[src/rtl/motor_ctrl_pkg.sv]
// Constants, carriers and state types of the motor control register bank
// Summary of operation
// - Store trigger copies shadow configuration to memory
// - Load trigger reloads default configuration from memory
// - Write-one strobes clear faults and retry count
// - Nine-bit pinned angle held in bits 19:11
// - Applied angle is pinned angle modulo 360
// - Device clears tickle bit after seeing it
// - Device control register reads zero after reset
// - Speed source select picks digital speed field
package motor_ctrl_pkg;
   // Register offsets, as seen on the serial register port
   localparam logic [7:0] DEVICE_CONTROL_OFS = 8'hea;
   localparam logic [7:0] ALGORITHM_DEBUG_FIRST_OFS = 8'hec;
   localparam logic [7:0] ALGORITHM_DEBUG_SECOND_OFS = 8'hee;
   localparam logic [7:0] CURRENT_LOOP_GAINS_OFS = 8'hf0;
   localparam logic [7:0] SPEED_LOOP_GAINS_OFS = 8'hf2;
   localparam logic [7:0] ANALOG_OUT_FIRST_CONTROL_OFS = 8'hf4;
   localparam logic [7:0] ANALOG_OUT_SECOND_CONTROL_OFS = 8'hf6;
   // Reset values
   localparam logic [31:0] DEVICE_CONTROL_RST = 32'h00000000;
   localparam logic [31:0] ALGORITHM_DEBUG_RST = 32'h00000000;
   localparam logic [31:0] LOOP_GAINS_RST = 32'h00000000;
   localparam logic [31:0] ANALOG_OUT_FIRST_RST = 32'h00110000;
   localparam logic [31:0] ANALOG_OUT_SECOND_RST = 32'h00000000;
   localparam logic [31:0] UNMAPPED_READ = 32'h00000000;
   // Device control fields
   localparam int CONFIG_STORE_BIT = 31;
   localparam int CONFIG_LOAD_BIT = 30;
   localparam int FAULT_CLEAR_BIT = 29;
   localparam int RETRY_CLEAR_BIT = 28;
   localparam int ANGLE_MSB = 19;
   localparam int ANGLE_LSB = 11;
   localparam int TICKLE_BIT = 10;
   localparam int ANGLE_W = 9;
   localparam logic [8:0] FULL_TURN_DEG = 9'h168;
   localparam logic [8:0] ANGLE_RST = 9'h000;
   // Algorithm debug first fields
   localparam int SPEED_SOURCE_SELECT_BIT = 31;
   localparam int DIGITAL_SPEED_MSB = 30;
   localparam int DIGITAL_SPEED_LSB = 16;
   localparam int FORCE_ALIGN_EN_BIT = 14;
   localparam int SPEED_W = 15;
   localparam int ANALOG_SPEED_W = 12;
   // Keepalive timing: one unit of the interval, in ms, and its cycles
   localparam int CLK_HZ = 10_000_000;
   localparam int KEEPALIVE_UNIT_MS = 10;
   localparam int KEEPALIVE_UNIT_CYCLES = CLK_HZ / 1000 * KEEPALIVE_UNIT_MS;
   localparam int KEEPALIVE_CFG_W = 4;
   localparam int KEEPALIVE_CNT_W = 5;
   localparam int DIV_CNT_W = 20;

   // Request from the serial register port
   typedef struct packed {
      logic wr;
      logic rd;
      logic [7:0] addr;
      logic [31:0] wdata;
   } reg_req_t;

   // Answer to a read
   typedef struct packed {
      logic valid;
      logic [31:0] data;
   } reg_rsp_t;

   // Complete state of the register bank
   typedef struct packed {
      logic store;
      logic load;
      logic [8:0] angle;
      logic tickle;
      logic fault_clear;
      logic retry_clear;
      logic [31:0] debug_first;
      logic [31:0] debug_second;
      logic [31:0] current_gains;
      logic [31:0] speed_gains;
      logic [31:0] analog_first;
      logic [31:0] analog_second;
      logic [8:0] applied_angle;
      logic [14:0] speed_cmd;
      logic keepalive_fault;
      reg_rsp_t rsp;
   } bank_state_t;
endpackage : motor_ctrl_pkg

[src/rtl/tick_divider.sv]
// Divider making a one-cycle enable pulse every DIV cycles
`timescale 1ns/1ps
`default_nettype none
module tick_divider
   import motor_ctrl_pkg::*;
#(
   parameter int DIV = KEEPALIVE_UNIT_CYCLES
) (
   // Clock and reset
   input wire logic clk_i,
   input wire logic reset_i,
   // Enable pulse
   output logic tick_o
);
   typedef struct packed {
      logic [DIV_CNT_W-1:0] cnt;
      logic tick;
   } div_state_t;

   localparam logic [DIV_CNT_W-1:0] LAST = DIV_CNT_W'(DIV - 1);

   div_state_t st_r;
   div_state_t st_nxt;

   // Count to the end of the unit and pulse
   always_comb begin
      st_nxt = st_r;
      st_nxt.tick = (st_r.cnt == LAST);
      if (st_r.cnt == LAST) begin
         st_nxt.cnt = '0;
      end else begin
         st_nxt.cnt = st_r.cnt + 1'b1;
      end
   end

   always_ff @(posedge clk_i or posedge reset_i) begin
      if (reset_i) begin
         st_r <= '0;
      end else begin
         st_r <= st_nxt;
      end
   end

   assign tick_o = st_r.tick;
endmodule // tick_divider
`default_nettype wire

[src/rtl/keepalive_watch.sv]
// Host keepalive watchdog counting interval units between tickles
`timescale 1ns/1ps
`default_nettype none
module keepalive_watch
   import motor_ctrl_pkg::*;
(
   // Clock and reset
   input wire logic clk_i,
   input wire logic reset_i,
   // Control
   input wire logic unit_tick_i,
   input wire logic arm_i,
   input wire logic tickle_i,
   input wire logic [KEEPALIVE_CFG_W-1:0] interval_i,
   // Expiry pulse
   output logic expired_o
);
   typedef struct packed {
      logic [KEEPALIVE_CNT_W-1:0] units;
      logic expired;
   } watch_state_t;

   watch_state_t st_r;
   watch_state_t st_nxt;
   logic [KEEPALIVE_CNT_W-1:0] limit;

   // Interval is the configured value plus one units
   assign limit = KEEPALIVE_CNT_W'(interval_i) + 1'b1;

   // Restart on tickle or while disarmed, expire at the limit
   always_comb begin
      st_nxt = st_r;
      st_nxt.expired = 1'b0;
      if (!arm_i || tickle_i) begin
         st_nxt.units = '0;
      end else if (unit_tick_i) begin
         if (st_r.units + 1'b1 >= limit) begin
            st_nxt.expired = 1'b1;
            st_nxt.units = '0;
         end else begin
            st_nxt.units = st_r.units + 1'b1;
         end
      end
   end

   always_ff @(posedge clk_i or posedge reset_i) begin
      if (reset_i) begin
         st_r <= '0;
      end else begin
         st_r <= st_nxt;
      end
   end

   assign expired_o = st_r.expired;
endmodule // keepalive_watch
`default_nettype wire

[src/rtl/motor_ctrl_regs.sv]
// Device control and algorithm control register bank
`timescale 1ns/1ps
`default_nettype none
module motor_ctrl_regs
   import motor_ctrl_pkg::*;
#(
   parameter int UNIT_CYCLES = KEEPALIVE_UNIT_CYCLES
) (
   // Clock and reset
   input wire logic clk_i,
   input wire logic reset_i,
   // Serial register port
   input wire reg_req_t req_i,
   output reg_rsp_t rsp_o,
   // Configuration memory transfer
   output logic config_store_trigger_o,
   output logic config_load_trigger_o,
   input wire logic nv_done_i,
   // Fault handling
   output logic fault_clear_strobe_o,
   output logic retry_counter_clear_strobe_o,
   output logic keepalive_fault_o,
   // Keepalive configuration
   input wire logic serial_speed_mode_i,
   input wire logic [KEEPALIVE_CFG_W-1:0] host_keepalive_interval_i,
   // Alignment
   output logic force_align_en_o,
   output logic [ANGLE_W-1:0] applied_angle_o,
   // Speed command
   input wire logic [ANALOG_SPEED_W-1:0] analog_speed_i,
   output logic speed_source_select_o,
   output logic [SPEED_W-1:0] speed_cmd_o,
   // Raw control words for the algorithm
   output logic [31:0] debug_second_o,
   output logic [31:0] current_gains_o,
   output logic [31:0] speed_gains_o,
   output logic [31:0] analog_first_o,
   output logic [31:0] analog_second_o
);
   bank_state_t st_r;
   bank_state_t st_nxt;
   logic unit_tick;
   logic expired;
   logic wr_ctl;
   logic [ANGLE_W-1:0] new_angle;
   logic [31:0] new_debug;

   // Unit pulse for the keepalive interval
   tick_divider #(
      .DIV(UNIT_CYCLES)
   ) u_div (
      .clk_i(clk_i),
      .reset_i(reset_i),
      .tick_o(unit_tick)
   );

   // Watchdog on host tickles, armed in serial speed mode
   keepalive_watch u_watch (
      .clk_i(clk_i),
      .reset_i(reset_i),
      .unit_tick_i(unit_tick),
      .arm_i(serial_speed_mode_i),
      .tickle_i(st_r.tickle),
      .interval_i(host_keepalive_interval_i),
      .expired_o(expired)
   );

   assign wr_ctl = req_i.wr && (req_i.addr == DEVICE_CONTROL_OFS);

   // Next register state
   always_comb begin
      st_nxt = st_r;
      st_nxt.fault_clear = 1'b0;
      st_nxt.retry_clear = 1'b0;
      st_nxt.rsp.valid = 1'b0;
      new_angle = st_r.angle;
      new_debug = st_r.debug_first;

      // Completion of a transfer drops its trigger; store is served first
      if (nv_done_i && st_r.store) begin
         st_nxt.store = 1'b0;
      end else if (nv_done_i && st_r.load) begin
         st_nxt.load = 1'b0;
      end
      // Tickle is consumed by the watchdog one cycle after it is written
      if (st_r.tickle) begin
         st_nxt.tickle = 1'b0;
      end

      // Register writes; a new trigger wins over a completion
      if (req_i.wr) begin
         case (req_i.addr)
            DEVICE_CONTROL_OFS: begin
               if (req_i.wdata[CONFIG_STORE_BIT]) begin
                  st_nxt.store = 1'b1;
               end
               if (req_i.wdata[CONFIG_LOAD_BIT]) begin
                  st_nxt.load = 1'b1;
               end
               st_nxt.fault_clear = req_i.wdata[FAULT_CLEAR_BIT];
               st_nxt.retry_clear = req_i.wdata[RETRY_CLEAR_BIT];
               new_angle = req_i.wdata[ANGLE_MSB:ANGLE_LSB];
               st_nxt.tickle = req_i.wdata[TICKLE_BIT];
            end
            ALGORITHM_DEBUG_FIRST_OFS: begin
               new_debug = req_i.wdata;
            end
            ALGORITHM_DEBUG_SECOND_OFS: begin
               st_nxt.debug_second = req_i.wdata;
            end
            CURRENT_LOOP_GAINS_OFS: begin
               st_nxt.current_gains = req_i.wdata;
            end
            SPEED_LOOP_GAINS_OFS: begin
               st_nxt.speed_gains = req_i.wdata;
            end
            ANALOG_OUT_FIRST_CONTROL_OFS: begin
               st_nxt.analog_first = req_i.wdata;
            end
            ANALOG_OUT_SECOND_CONTROL_OFS: begin
               st_nxt.analog_second = req_i.wdata;
            end
            default: begin
               // Reserved offsets ignore writes
            end
         endcase
      end
      st_nxt.angle = new_angle;
      st_nxt.debug_first = new_debug;

      // Applied angle folds the pinned value into one turn
      if (new_angle >= FULL_TURN_DEG) begin
         st_nxt.applied_angle = new_angle - FULL_TURN_DEG;
      end else begin
         st_nxt.applied_angle = new_angle;
      end

      // Speed command source
      if (new_debug[SPEED_SOURCE_SELECT_BIT]) begin
         st_nxt.speed_cmd = new_debug[DIGITAL_SPEED_MSB:DIGITAL_SPEED_LSB];
      end else begin
         st_nxt.speed_cmd = SPEED_W'(analog_speed_i);
      end

      // Keepalive fault: expiry wins over a fault clear in the same cycle
      if (expired) begin
         st_nxt.keepalive_fault = 1'b1;
      end else if (wr_ctl && req_i.wdata[FAULT_CLEAR_BIT]) begin
         st_nxt.keepalive_fault = 1'b0;
      end

      // Register reads; write-only fields and reserved offsets read zero
      if (req_i.rd) begin
         st_nxt.rsp.valid = 1'b1;
         case (req_i.addr)
            DEVICE_CONTROL_OFS: begin
               st_nxt.rsp.data = UNMAPPED_READ;
               st_nxt.rsp.data[CONFIG_STORE_BIT] = st_r.store;
               st_nxt.rsp.data[CONFIG_LOAD_BIT] = st_r.load;
               st_nxt.rsp.data[TICKLE_BIT] = st_r.tickle;
            end
            CURRENT_LOOP_GAINS_OFS: begin
               st_nxt.rsp.data = st_r.current_gains;
            end
            SPEED_LOOP_GAINS_OFS: begin
               st_nxt.rsp.data = st_r.speed_gains;
            end
            ANALOG_OUT_FIRST_CONTROL_OFS: begin
               st_nxt.rsp.data = st_r.analog_first;
            end
            ANALOG_OUT_SECOND_CONTROL_OFS: begin
               st_nxt.rsp.data = st_r.analog_second;
            end
            default: begin
               st_nxt.rsp.data = UNMAPPED_READ;
            end
         endcase
      end
   end

   // State register with documented reset values
   always_ff @(posedge clk_i or posedge reset_i) begin
      if (reset_i) begin
         st_r <= '0;
         st_r.store <= DEVICE_CONTROL_RST[CONFIG_STORE_BIT];
         st_r.load <= DEVICE_CONTROL_RST[CONFIG_LOAD_BIT];
         st_r.angle <= ANGLE_RST;
         st_r.tickle <= DEVICE_CONTROL_RST[TICKLE_BIT];
         st_r.debug_first <= ALGORITHM_DEBUG_RST;
         st_r.debug_second <= ALGORITHM_DEBUG_RST;
         st_r.current_gains <= LOOP_GAINS_RST;
         st_r.speed_gains <= LOOP_GAINS_RST;
         st_r.analog_first <= ANALOG_OUT_FIRST_RST;
         st_r.analog_second <= ANALOG_OUT_SECOND_RST;
      end else begin
         st_r <= st_nxt;
      end
   end

   // Outputs straight from the state register
   assign rsp_o = st_r.rsp;
   assign config_store_trigger_o = st_r.store;
   assign config_load_trigger_o = st_r.load;
   assign fault_clear_strobe_o = st_r.fault_clear;
   assign retry_counter_clear_strobe_o = st_r.retry_clear;
   assign keepalive_fault_o = st_r.keepalive_fault;
   assign force_align_en_o = st_r.debug_first[FORCE_ALIGN_EN_BIT];
   assign applied_angle_o = st_r.applied_angle;
   assign speed_source_select_o = st_r.debug_first[SPEED_SOURCE_SELECT_BIT];
   assign speed_cmd_o = st_r.speed_cmd;
   assign debug_second_o = st_r.debug_second;
   assign current_gains_o = st_r.current_gains;
   assign speed_gains_o = st_r.speed_gains;
   assign analog_first_o = st_r.analog_first;
   assign analog_second_o = st_r.analog_second;
endmodule // motor_ctrl_regs
`default_nettype wire

[config.mk]
export PLATFORM = sky130hd
export DESIGN_NAME = motor_ctrl_regs
export DESIGN_NICKNAME = d
export VERILOG_FILES = /design/src/rtl/motor_ctrl_pkg.sv /design/src/rtl/tick_divider.sv /design/src/rtl/keepalive_watch.sv /design/src/rtl/motor_ctrl_regs.sv
export SDC_FILE = /design/constraint.sdc
export NUM_CORES = 1
export LEC_CHECK = 0
export ABC_AREA = 1
export BUFFER_PORTS_ARGS = -buffer_cell sky130_fd_sc_hd__buf_2
export CAP_MARGIN = 20
export CORE_UTILIZATION = 33
export CTS_BUF_LIST = sky130_fd_sc_hd__clkbuf_16
export CTS_CLUSTER_SIZE = 14
export DETAILED_ROUTE_END_ITERATION = 8
export SETUP_SLACK_MARGIN = 0.3
export SLEW_MARGIN = 10
export SYNTH_ARGS = -nofsm -noshare
export SYNTH_HDL_FRONTEND = slang
export SYNTH_HIERARCHICAL = 1
export SYNTH_SLANG_ARGS = --single-unit
[constraint.sdc]
create_clock -name clk_i -period 19.6 [get_ports clk_i]
set_clock_uncertainty 0.15 [all_clocks]
set_input_delay 2.94 -clock clk_i [delete_from_list [all_inputs] [get_ports clk_i]]
set_output_delay 2.94 -clock clk_i [all_outputs]
set_load 0.03 [all_outputs]
==> run metrics, run 1 <==
Nets 1684; pwr/cell area 88.84 mW/mm^2; critical path class in2reg; Post-synth EDFFs 0; met1 usage 24.23%; Detail Route Antenna Nets 0; main combinational cell family by area after synthesis buffers and inverters; Post-synth top flop dfrtp_1; die area 0.04134 sq mm; Die Height 203.3 um; leak pwr 7.751 nW; period utilisation layout 24.81%; Max Cap Violations 0; Crit. End Element register; Cell Rows 73; FF+latch count, synth 273; post-CTS setup repair buffer count 0; gr usage total 18.25%; hold endpoint keepalive_fault_o$_DFFE_PP0P_; CP Data Arrival Time 5.12 ns; Cell variety after synth 35; DRT Pass-1 Iters 5; Net Switching 0.3519 mW; crit-path cells buf_2 > inv_1 > nand2_1 > nor2_4 > nand3_2 > o21ai_1 > ha_1 > inv_1 > nand2_1 > nor2_1 > nor2_2 > nand2_2 > nand3_1 > nand2_1; Multi-input gate area 0.004088 sq mm; crit path max fanout 22; crit path launch type input pin; Diodes inserted 0; post-route setup TNS 0 ns; gr ovfl total 0; Die W 203.3 um; Reg-to-Reg Start u_watch/st_r[1]$_DFFE_PP0P_; sequential cell area 0.006834 sq mm; count of final setup violators 0; post-cts resize count 0; synth-to-layout area growth 10.33%; final WL 37800 um; Sequential Power Share 45.8%; Placed Instances 2101; clock sink count 273; synthesized area 0.01337 sq mm; Post-Synth Adder-Cell Area 0.8420%; internal power 0.9589 mW; Post-Synth XOR/XNOR Area 0.9168%; status complete, no violations; YS warnings 6; Comb power frac 9.5%; part of the power in the clock network 44.7%; core area 0.03982 sq mm; Min-Delay Path Depth 1; measured slew at the worst slew-check pin 0.9747 ns; Final min period 4.862 ns; dpl hpwl 25990 um; CTS tree done; met3 usage 3.755%; gp weighted congestion 0.8567; syn_area_per_cell 8.595 sq um; CTS H-tree lvls 2; Final Power 1.311 mW; wire length per cell 17.48 um; clk_lat worst skew 0.53 ns; max-slew violations 0; vias in the first global route 9916; initial antenna violation count 0; Synth Area in Simple Gates 16.62%; first-pass GRT wire length 57790 um; Clock Path Buffers 3; slowest cell on the critical path nand3_2; GRT met2 Usage 29.08%; CTS buffer count 34; Via density 4.720; post-synthesis async set-or-reset flop share 100.0%; root buffer cell clkbuf_16; 1st-iter DRT viols 690; IO Port Bufs 285; Ports 286; CP required 19.86 ns; vias post-DR 10210; capture point of the worst reg-to-reg path u_watch/st_r[3]$_DFFE_PP0P_; most frequent cells in the layout 388 x nand2_1, 285 x buf_2, 271 x dfrtp_1, 208 x o21ai_0, 168 x inv_1; maximum VDD drop 0.06836 mV; largest net degree at the start of global routing 113; Hold WS 0.3023 ns; Rel. slew slack 34.95%; Cells after Synth 1556; post-synthesis compound-gate area fraction 11.99%; proportion of layout cells with a drive suffix above 1 22.77%; cell mode on critical path nand2_1; Filler cells 4188; sw frac 26.85%; Hold Crit Start u_watch/expired_o$_DFF_PP0_; GRT busiest layer met2; Worst Hold Class reg2reg; Initial Util 33.58%; R2R setup slack 17.41 ns; fmax 205.7 MHz; Max stage delay on crit path 0.46 ns; post-synthesis mux area share 0%; clock-pin slew on the worst setup and hold paths 0.05 ns; non-filler instance count after layout 2163; drt drc 0; RSZ-0062 raised after global routing no; Synthesized Nets 1627; most common cell after layout, fill and taps aside nand2_1; hold_buf cts 0; Fin. Hold Viols 0; worst reg2reg path depth 11; Seq/Total Area, Yosys 51.10%
-- sequential cells by signal, indices dropped and copies added, names as in the netlist, 5 cells and up --
signal and flops:
current_gains_o 32, rsp_o 33, analog_first_o 32, applied_angle_o 9, speed_cmd_o 15, debug_second_o 32
st_r 22, u_div/st_r 20, speed_gains_o 32, u_watch/st_r 5, analog_second_o 32
-- power by group through the flow --
stage | logic (mW) | clock network, mW | registers (mW)
final | 0.125 | 0.586 | 0.600
after global placement | 0.125 | 0 | 0.610
after floorplan | 0.107 | 0 | 0.606
after CTS | 0.127 | 0.603 | 0.600
after global routing | 0.137 | 0.625 | 0.602
after detailed placement | 0.126 | 0 | 0.610
-- synthesized netlist by cell type, types with 5 or more instances --
cell type  instances  share of area, %
nand2_1          390                11
dfrtp_1          271                51
buf_4            217                12
o21ai_0          208               7.8
inv_1            158               4.4
nor2_1            60               1.7
clkbuf_1          45               1.3
nand3_1           36               1.3
a22o_1            29               1.9
o22ai_1           29               1.4
nand4_1           21              0.98
buf_2             12              0.45
o21ai_1           10              0.37
xor2_1            10              0.65
ha_1               9              0.84
nand2_2            6              0.28
nor3_1             6              0.22
nor2_2             5              0.23
-- critical path, delay by kind of cell --
kind | cells | cell delay [ns]
AND/OR/NAND/NOR | 9 | 1.31
adder cells (fa/ha/maj) | 1 | 0.25
buffers and inverters | 3 | 0.22
AO/OA/AOI/OAI | 1 | 0.39
-- metrics by stage --
step	instance area (sq um)	setup WS (ns)	util (%)
after floorplan	13370	9.755	-
after global placement	13700	14.22	34.40
after detailed placement	13700	14.20	34.40
after CTS	14740	14.77	37.00
after global routing	14760	14.51	37.05
final	14760	14.74	37.05
-- worst max path at each step --
| stage | to | cells past startpoint | startpoint | slack, ns |
|---|---|---|---|---|
| 3_3_place_gp | speed_cmd_o[4]$_DFF_PP0_ | 10 | req_i[36] | 14.22 |
| 3_5_place_dp | speed_cmd_o[4]$_DFF_PP0_ | 10 | req_i[36] | 14.20 |
| 5_1_grt | applied_angle_o[6]$_DFF_PP0_ | 14 | req_i[34] | 14.51 |
| 4_1_cts | speed_cmd_o[4]$_DFF_PP0_ | 10 | req_i[36] | 14.77 |
| 6_report | applied_angle_o[4]$_DFF_PP0_ | 14 | req_i[36] | 14.74 |
| 2_1_floorplan | analog_first_o[0]$_DFFE_PP0P_ | 1 | reset_i | 9.76 |
-- cell type report --
class	instances	area share, %
clock inverters	27	1.255
multi-input cells	846	27.70
well taps	525	4.452
repair buffers	297	10.36
clock buffers	34	5.766
inverters	161	4.147
flip-flops and latches	273	46.32
-- logic make-up (layout without fill, tap and decap cells) --
family,count (synthesis),after routing
buf+inv,437,519
xor+xnor,14,14
simple gates,538,538
flops,273,273
compound gates,285,285
fa+ha+maj,9,9
-- metal layers --
layer  part of all wire [%]  routed length [um]
met3                    7.0                2632
met5                      0                   0
met1                     44               16620
met4                    3.1                1157
met2                     46               17390
Power figures use the tool's default switching activity.
==> inputs of run 2 (changes only) <==
- clock period: 19.6 -> 4.9 ns (I/O delays scaled with it)
==> run metrics, run 2 (synthesis results as in run 1) <==
Cell Rows 73 (unchanged); post-CTS setup repair buffer count 0 (unchanged); DRT Pass-1 Iters 5 (unchanged); dpl hpwl 26380 um (was 25990 um); drt drc 0 (unchanged); Max Cap Violations 0 (unchanged); largest net degree at the start of global routing 137 (was 113); crit path launch type input pin (unchanged); CP required 5.20 ns (was 19.86 ns); period utilisation layout 54.37%; clk_lat worst skew 0.56 ns (was 0.53 ns); Via density 4.679 (was 4.720); crit path to applied_angle_o[4]$_DFF_PP0_ (unchanged); CP startpoint req_i[36] (unchanged); leak pwr 7.708 nW (was 7.751 nW); wire length per cell 17.57 um (was 17.48 um); crit path max fanout 22 (unchanged); CTS tree done (unchanged); worst reg2reg path depth 13 (was 11); Die Height 203.3 um (unchanged); crit-path cells buf_2 > inv_1 > nand2_1 > nor2_4 > nand3_2 > o21ai_1 > ha_1 > inv_1 > nand2_1 > nor2_1 > nor2_2 > nand2_2 > nand3_1 > nand2_1 (unchanged); synth-to-layout area growth 10.11% (was 10.33%); vias post-DR 10100 (was 10210); cell mode on critical path nand2_1 (unchanged); CTS buffer count 31 (was 34); most common cell after layout, fill and taps aside nand2_1 (unchanged); capture point of the worst reg-to-reg path u_watch/st_r[4]$_DFFE_PP0P_ (was u_watch/st_r[3]$_DFFE_PP0P_); pwr/cell area 349.9 mW/mm^2 (was 88.84 mW/mm^2); Filler cells 4152 (was 4188); Hold WS 0.2100 ns (was 0.3023 ns); Nets 1683 (was 1684); gr ovfl total 0 (unchanged); Detail Route Antenna Nets 0 (unchanged); Diodes inserted 0 (unchanged); final WL 37930 um (was 37800 um); most frequent cells in the layout 388 x nand2_1, 285 x buf_2, 271 x dfrtp_1, 208 x o21ai_0, 159 x inv_1 (was 388 x nand2_1, 285 x buf_2, 271 x dfrtp_1, 208 x o21ai_0, 168 x inv_1); CP Data Arrival Time 2.96 ns (was 5.12 ns); max-slew violations 0 (unchanged); Ports 286 (unchanged); post-route setup TNS 0 ns (unchanged); IO Port Bufs 285 (unchanged); Max stage delay on crit path 0.47 ns (was 0.46 ns); initial antenna violation count 1 (was 0); Final Power 5.153 mW (was 1.311 mW); count of final setup violators 0 (unchanged); slowest cell on the critical path nand3_2 (unchanged); core area 0.03982 sq mm (unchanged); Die W 203.3 um (unchanged); fmax 375.3 MHz; Worst Hold Class in2reg (was reg2reg); clock sink count 273 (unchanged); R2R setup slack 2.75 ns (was 17.41 ns); status complete, no violations (unchanged); proportion of layout cells with a drive suffix above 1 23.19% (was 22.77%); Largest register FFs 33 (unchanged); DP Area 0.01374 sq mm (was 0.01370 sq mm); root buffer cell clkbuf_16 (unchanged); Reg-to-Reg Start u_watch/st_r[1]$_DFFE_PP0P_ (unchanged); clock-pin slew on the worst setup and hold paths 0.06 ns (was 0.05 ns); post-route cell area 0.01473 sq mm (was 0.01476 sq mm); critical path class in2reg (unchanged); measured slew at the worst slew-check pin 1.029 ns (was 0.9747 ns); RSZ-0062 raised after global routing no (unchanged); Clock Path Buffers 3 (unchanged); gp weighted congestion 0.8554 (was 0.8567); Final min period 2.664 ns; Rel. slew slack 31.33% (was 34.95%); vias in the first global route 9630 (was 9916); die area 0.04134 sq mm (unchanged); Initial Util 33.58% (unchanged); first-pass GRT wire length 57520 um (was 57790 um); final setup margin 2.236 ns (was 14.74 ns); Post-Place Setup Slack 1.683 ns (was 14.20 ns); Fin. Hold Viols 0 (unchanged); CTS H-tree lvls 1 (was 2); maximum VDD drop 0.2464 mV (was 0.06836 mV); 1st-iter DRT viols 606 (was 690); gr usage total 18.10% (was 18.25%); Crit. End Element register (unchanged)
## run 2: cell types whose count changed in the layout (fill, tap and decap cells not counted), moves of 2 or more
| cell | change |
|---|---|
| clkinv_2 | +8 |
| clkinv_1 | -2 |
| clkbuf_16 | -3 |
| inv_1 | -9 |
## run 2: repair_timing
action | in CTS | in global routing
hold buffers | 1 | 0
gates resized for setup | 0 | 0
endpoints found under the hold margin | 6 | 0
## run 2: final cells by class
class                      instances  area (sq um)  area share (%)
clock inverter                    24         197.7           1.342
clock buffer                      31         775.7           5.268
multi-input combinational        846          4095           27.81
sequential                       273          6834           46.41
timing repair buffer             299          1559           10.59
inverter                         161         608.1           4.129
tap                              525         656.9           4.461
## run 2: layer usage
layer / global-route usage (%) / vias to the layer above / share of wire [%]
met1: 24.06 / 4862 / 44
met4: 5.854 / 2 / 2.4
met2: 29.49 / 317 / 46
met5: 0 / - / 0.034
li1: - / 4862 / -
met3: 3.611 / 59 / 6.8
## run 2: where the power goes
group          leakage (nW)  internal (mW)  total (mW)  switching [mW]
sequential             3.69           2.34        2.40          0.0581
clock                 0.497           1.30        2.25           0.951
combinational          3.52          0.126       0.502           0.375
## run 2: worst min-delay path by stage
stage,from,end,slack (ns),cells past startpoint
2_1_floorplan,u_watch/expired_o$_DFF_PP0_,keepalive_fault_o$_DFFE_PP0P_,0.27,1
6_report,analog_speed_i[10],speed_cmd_o[10]$_DFF_PP0_,0.21,3
5_1_grt,analog_speed_i[6],speed_cmd_o[6]$_DFF_PP0_,0.20,3
3_3_place_gp,u_watch/expired_o$_DFF_PP0_,keepalive_fault_o$_DFFE_PP0P_,0.28,1
3_5_place_dp,u_watch/expired_o$_DFF_PP0_,keepalive_fault_o$_DFFE_PP0P_,0.29,1
4_1_cts,analog_speed_i[10],speed_cmd_o[10]$_DFF_PP0_,0.18,3
## run 2: per-stage QoR
| step | util [%] | instances |
|---|---|---|
| after global routing | 36.98 | 2159 |
| after global placement | 34.51 | 2103 |
| after detailed placement | 34.51 | 2103 |
| after floorplan | - | 1556 |
| after CTS | 36.98 | 2159 |
| final | 36.98 | 2159 |
## run 2: critical path, delay by kind of cell
kind	cells	cell delay, ns
AND/OR/NAND/NOR	9	1.32
adder cells (fa/ha/maj)	1	0.25
buffers and inverters	3	0.20
AO/OA/AOI/OAI	1	0.44
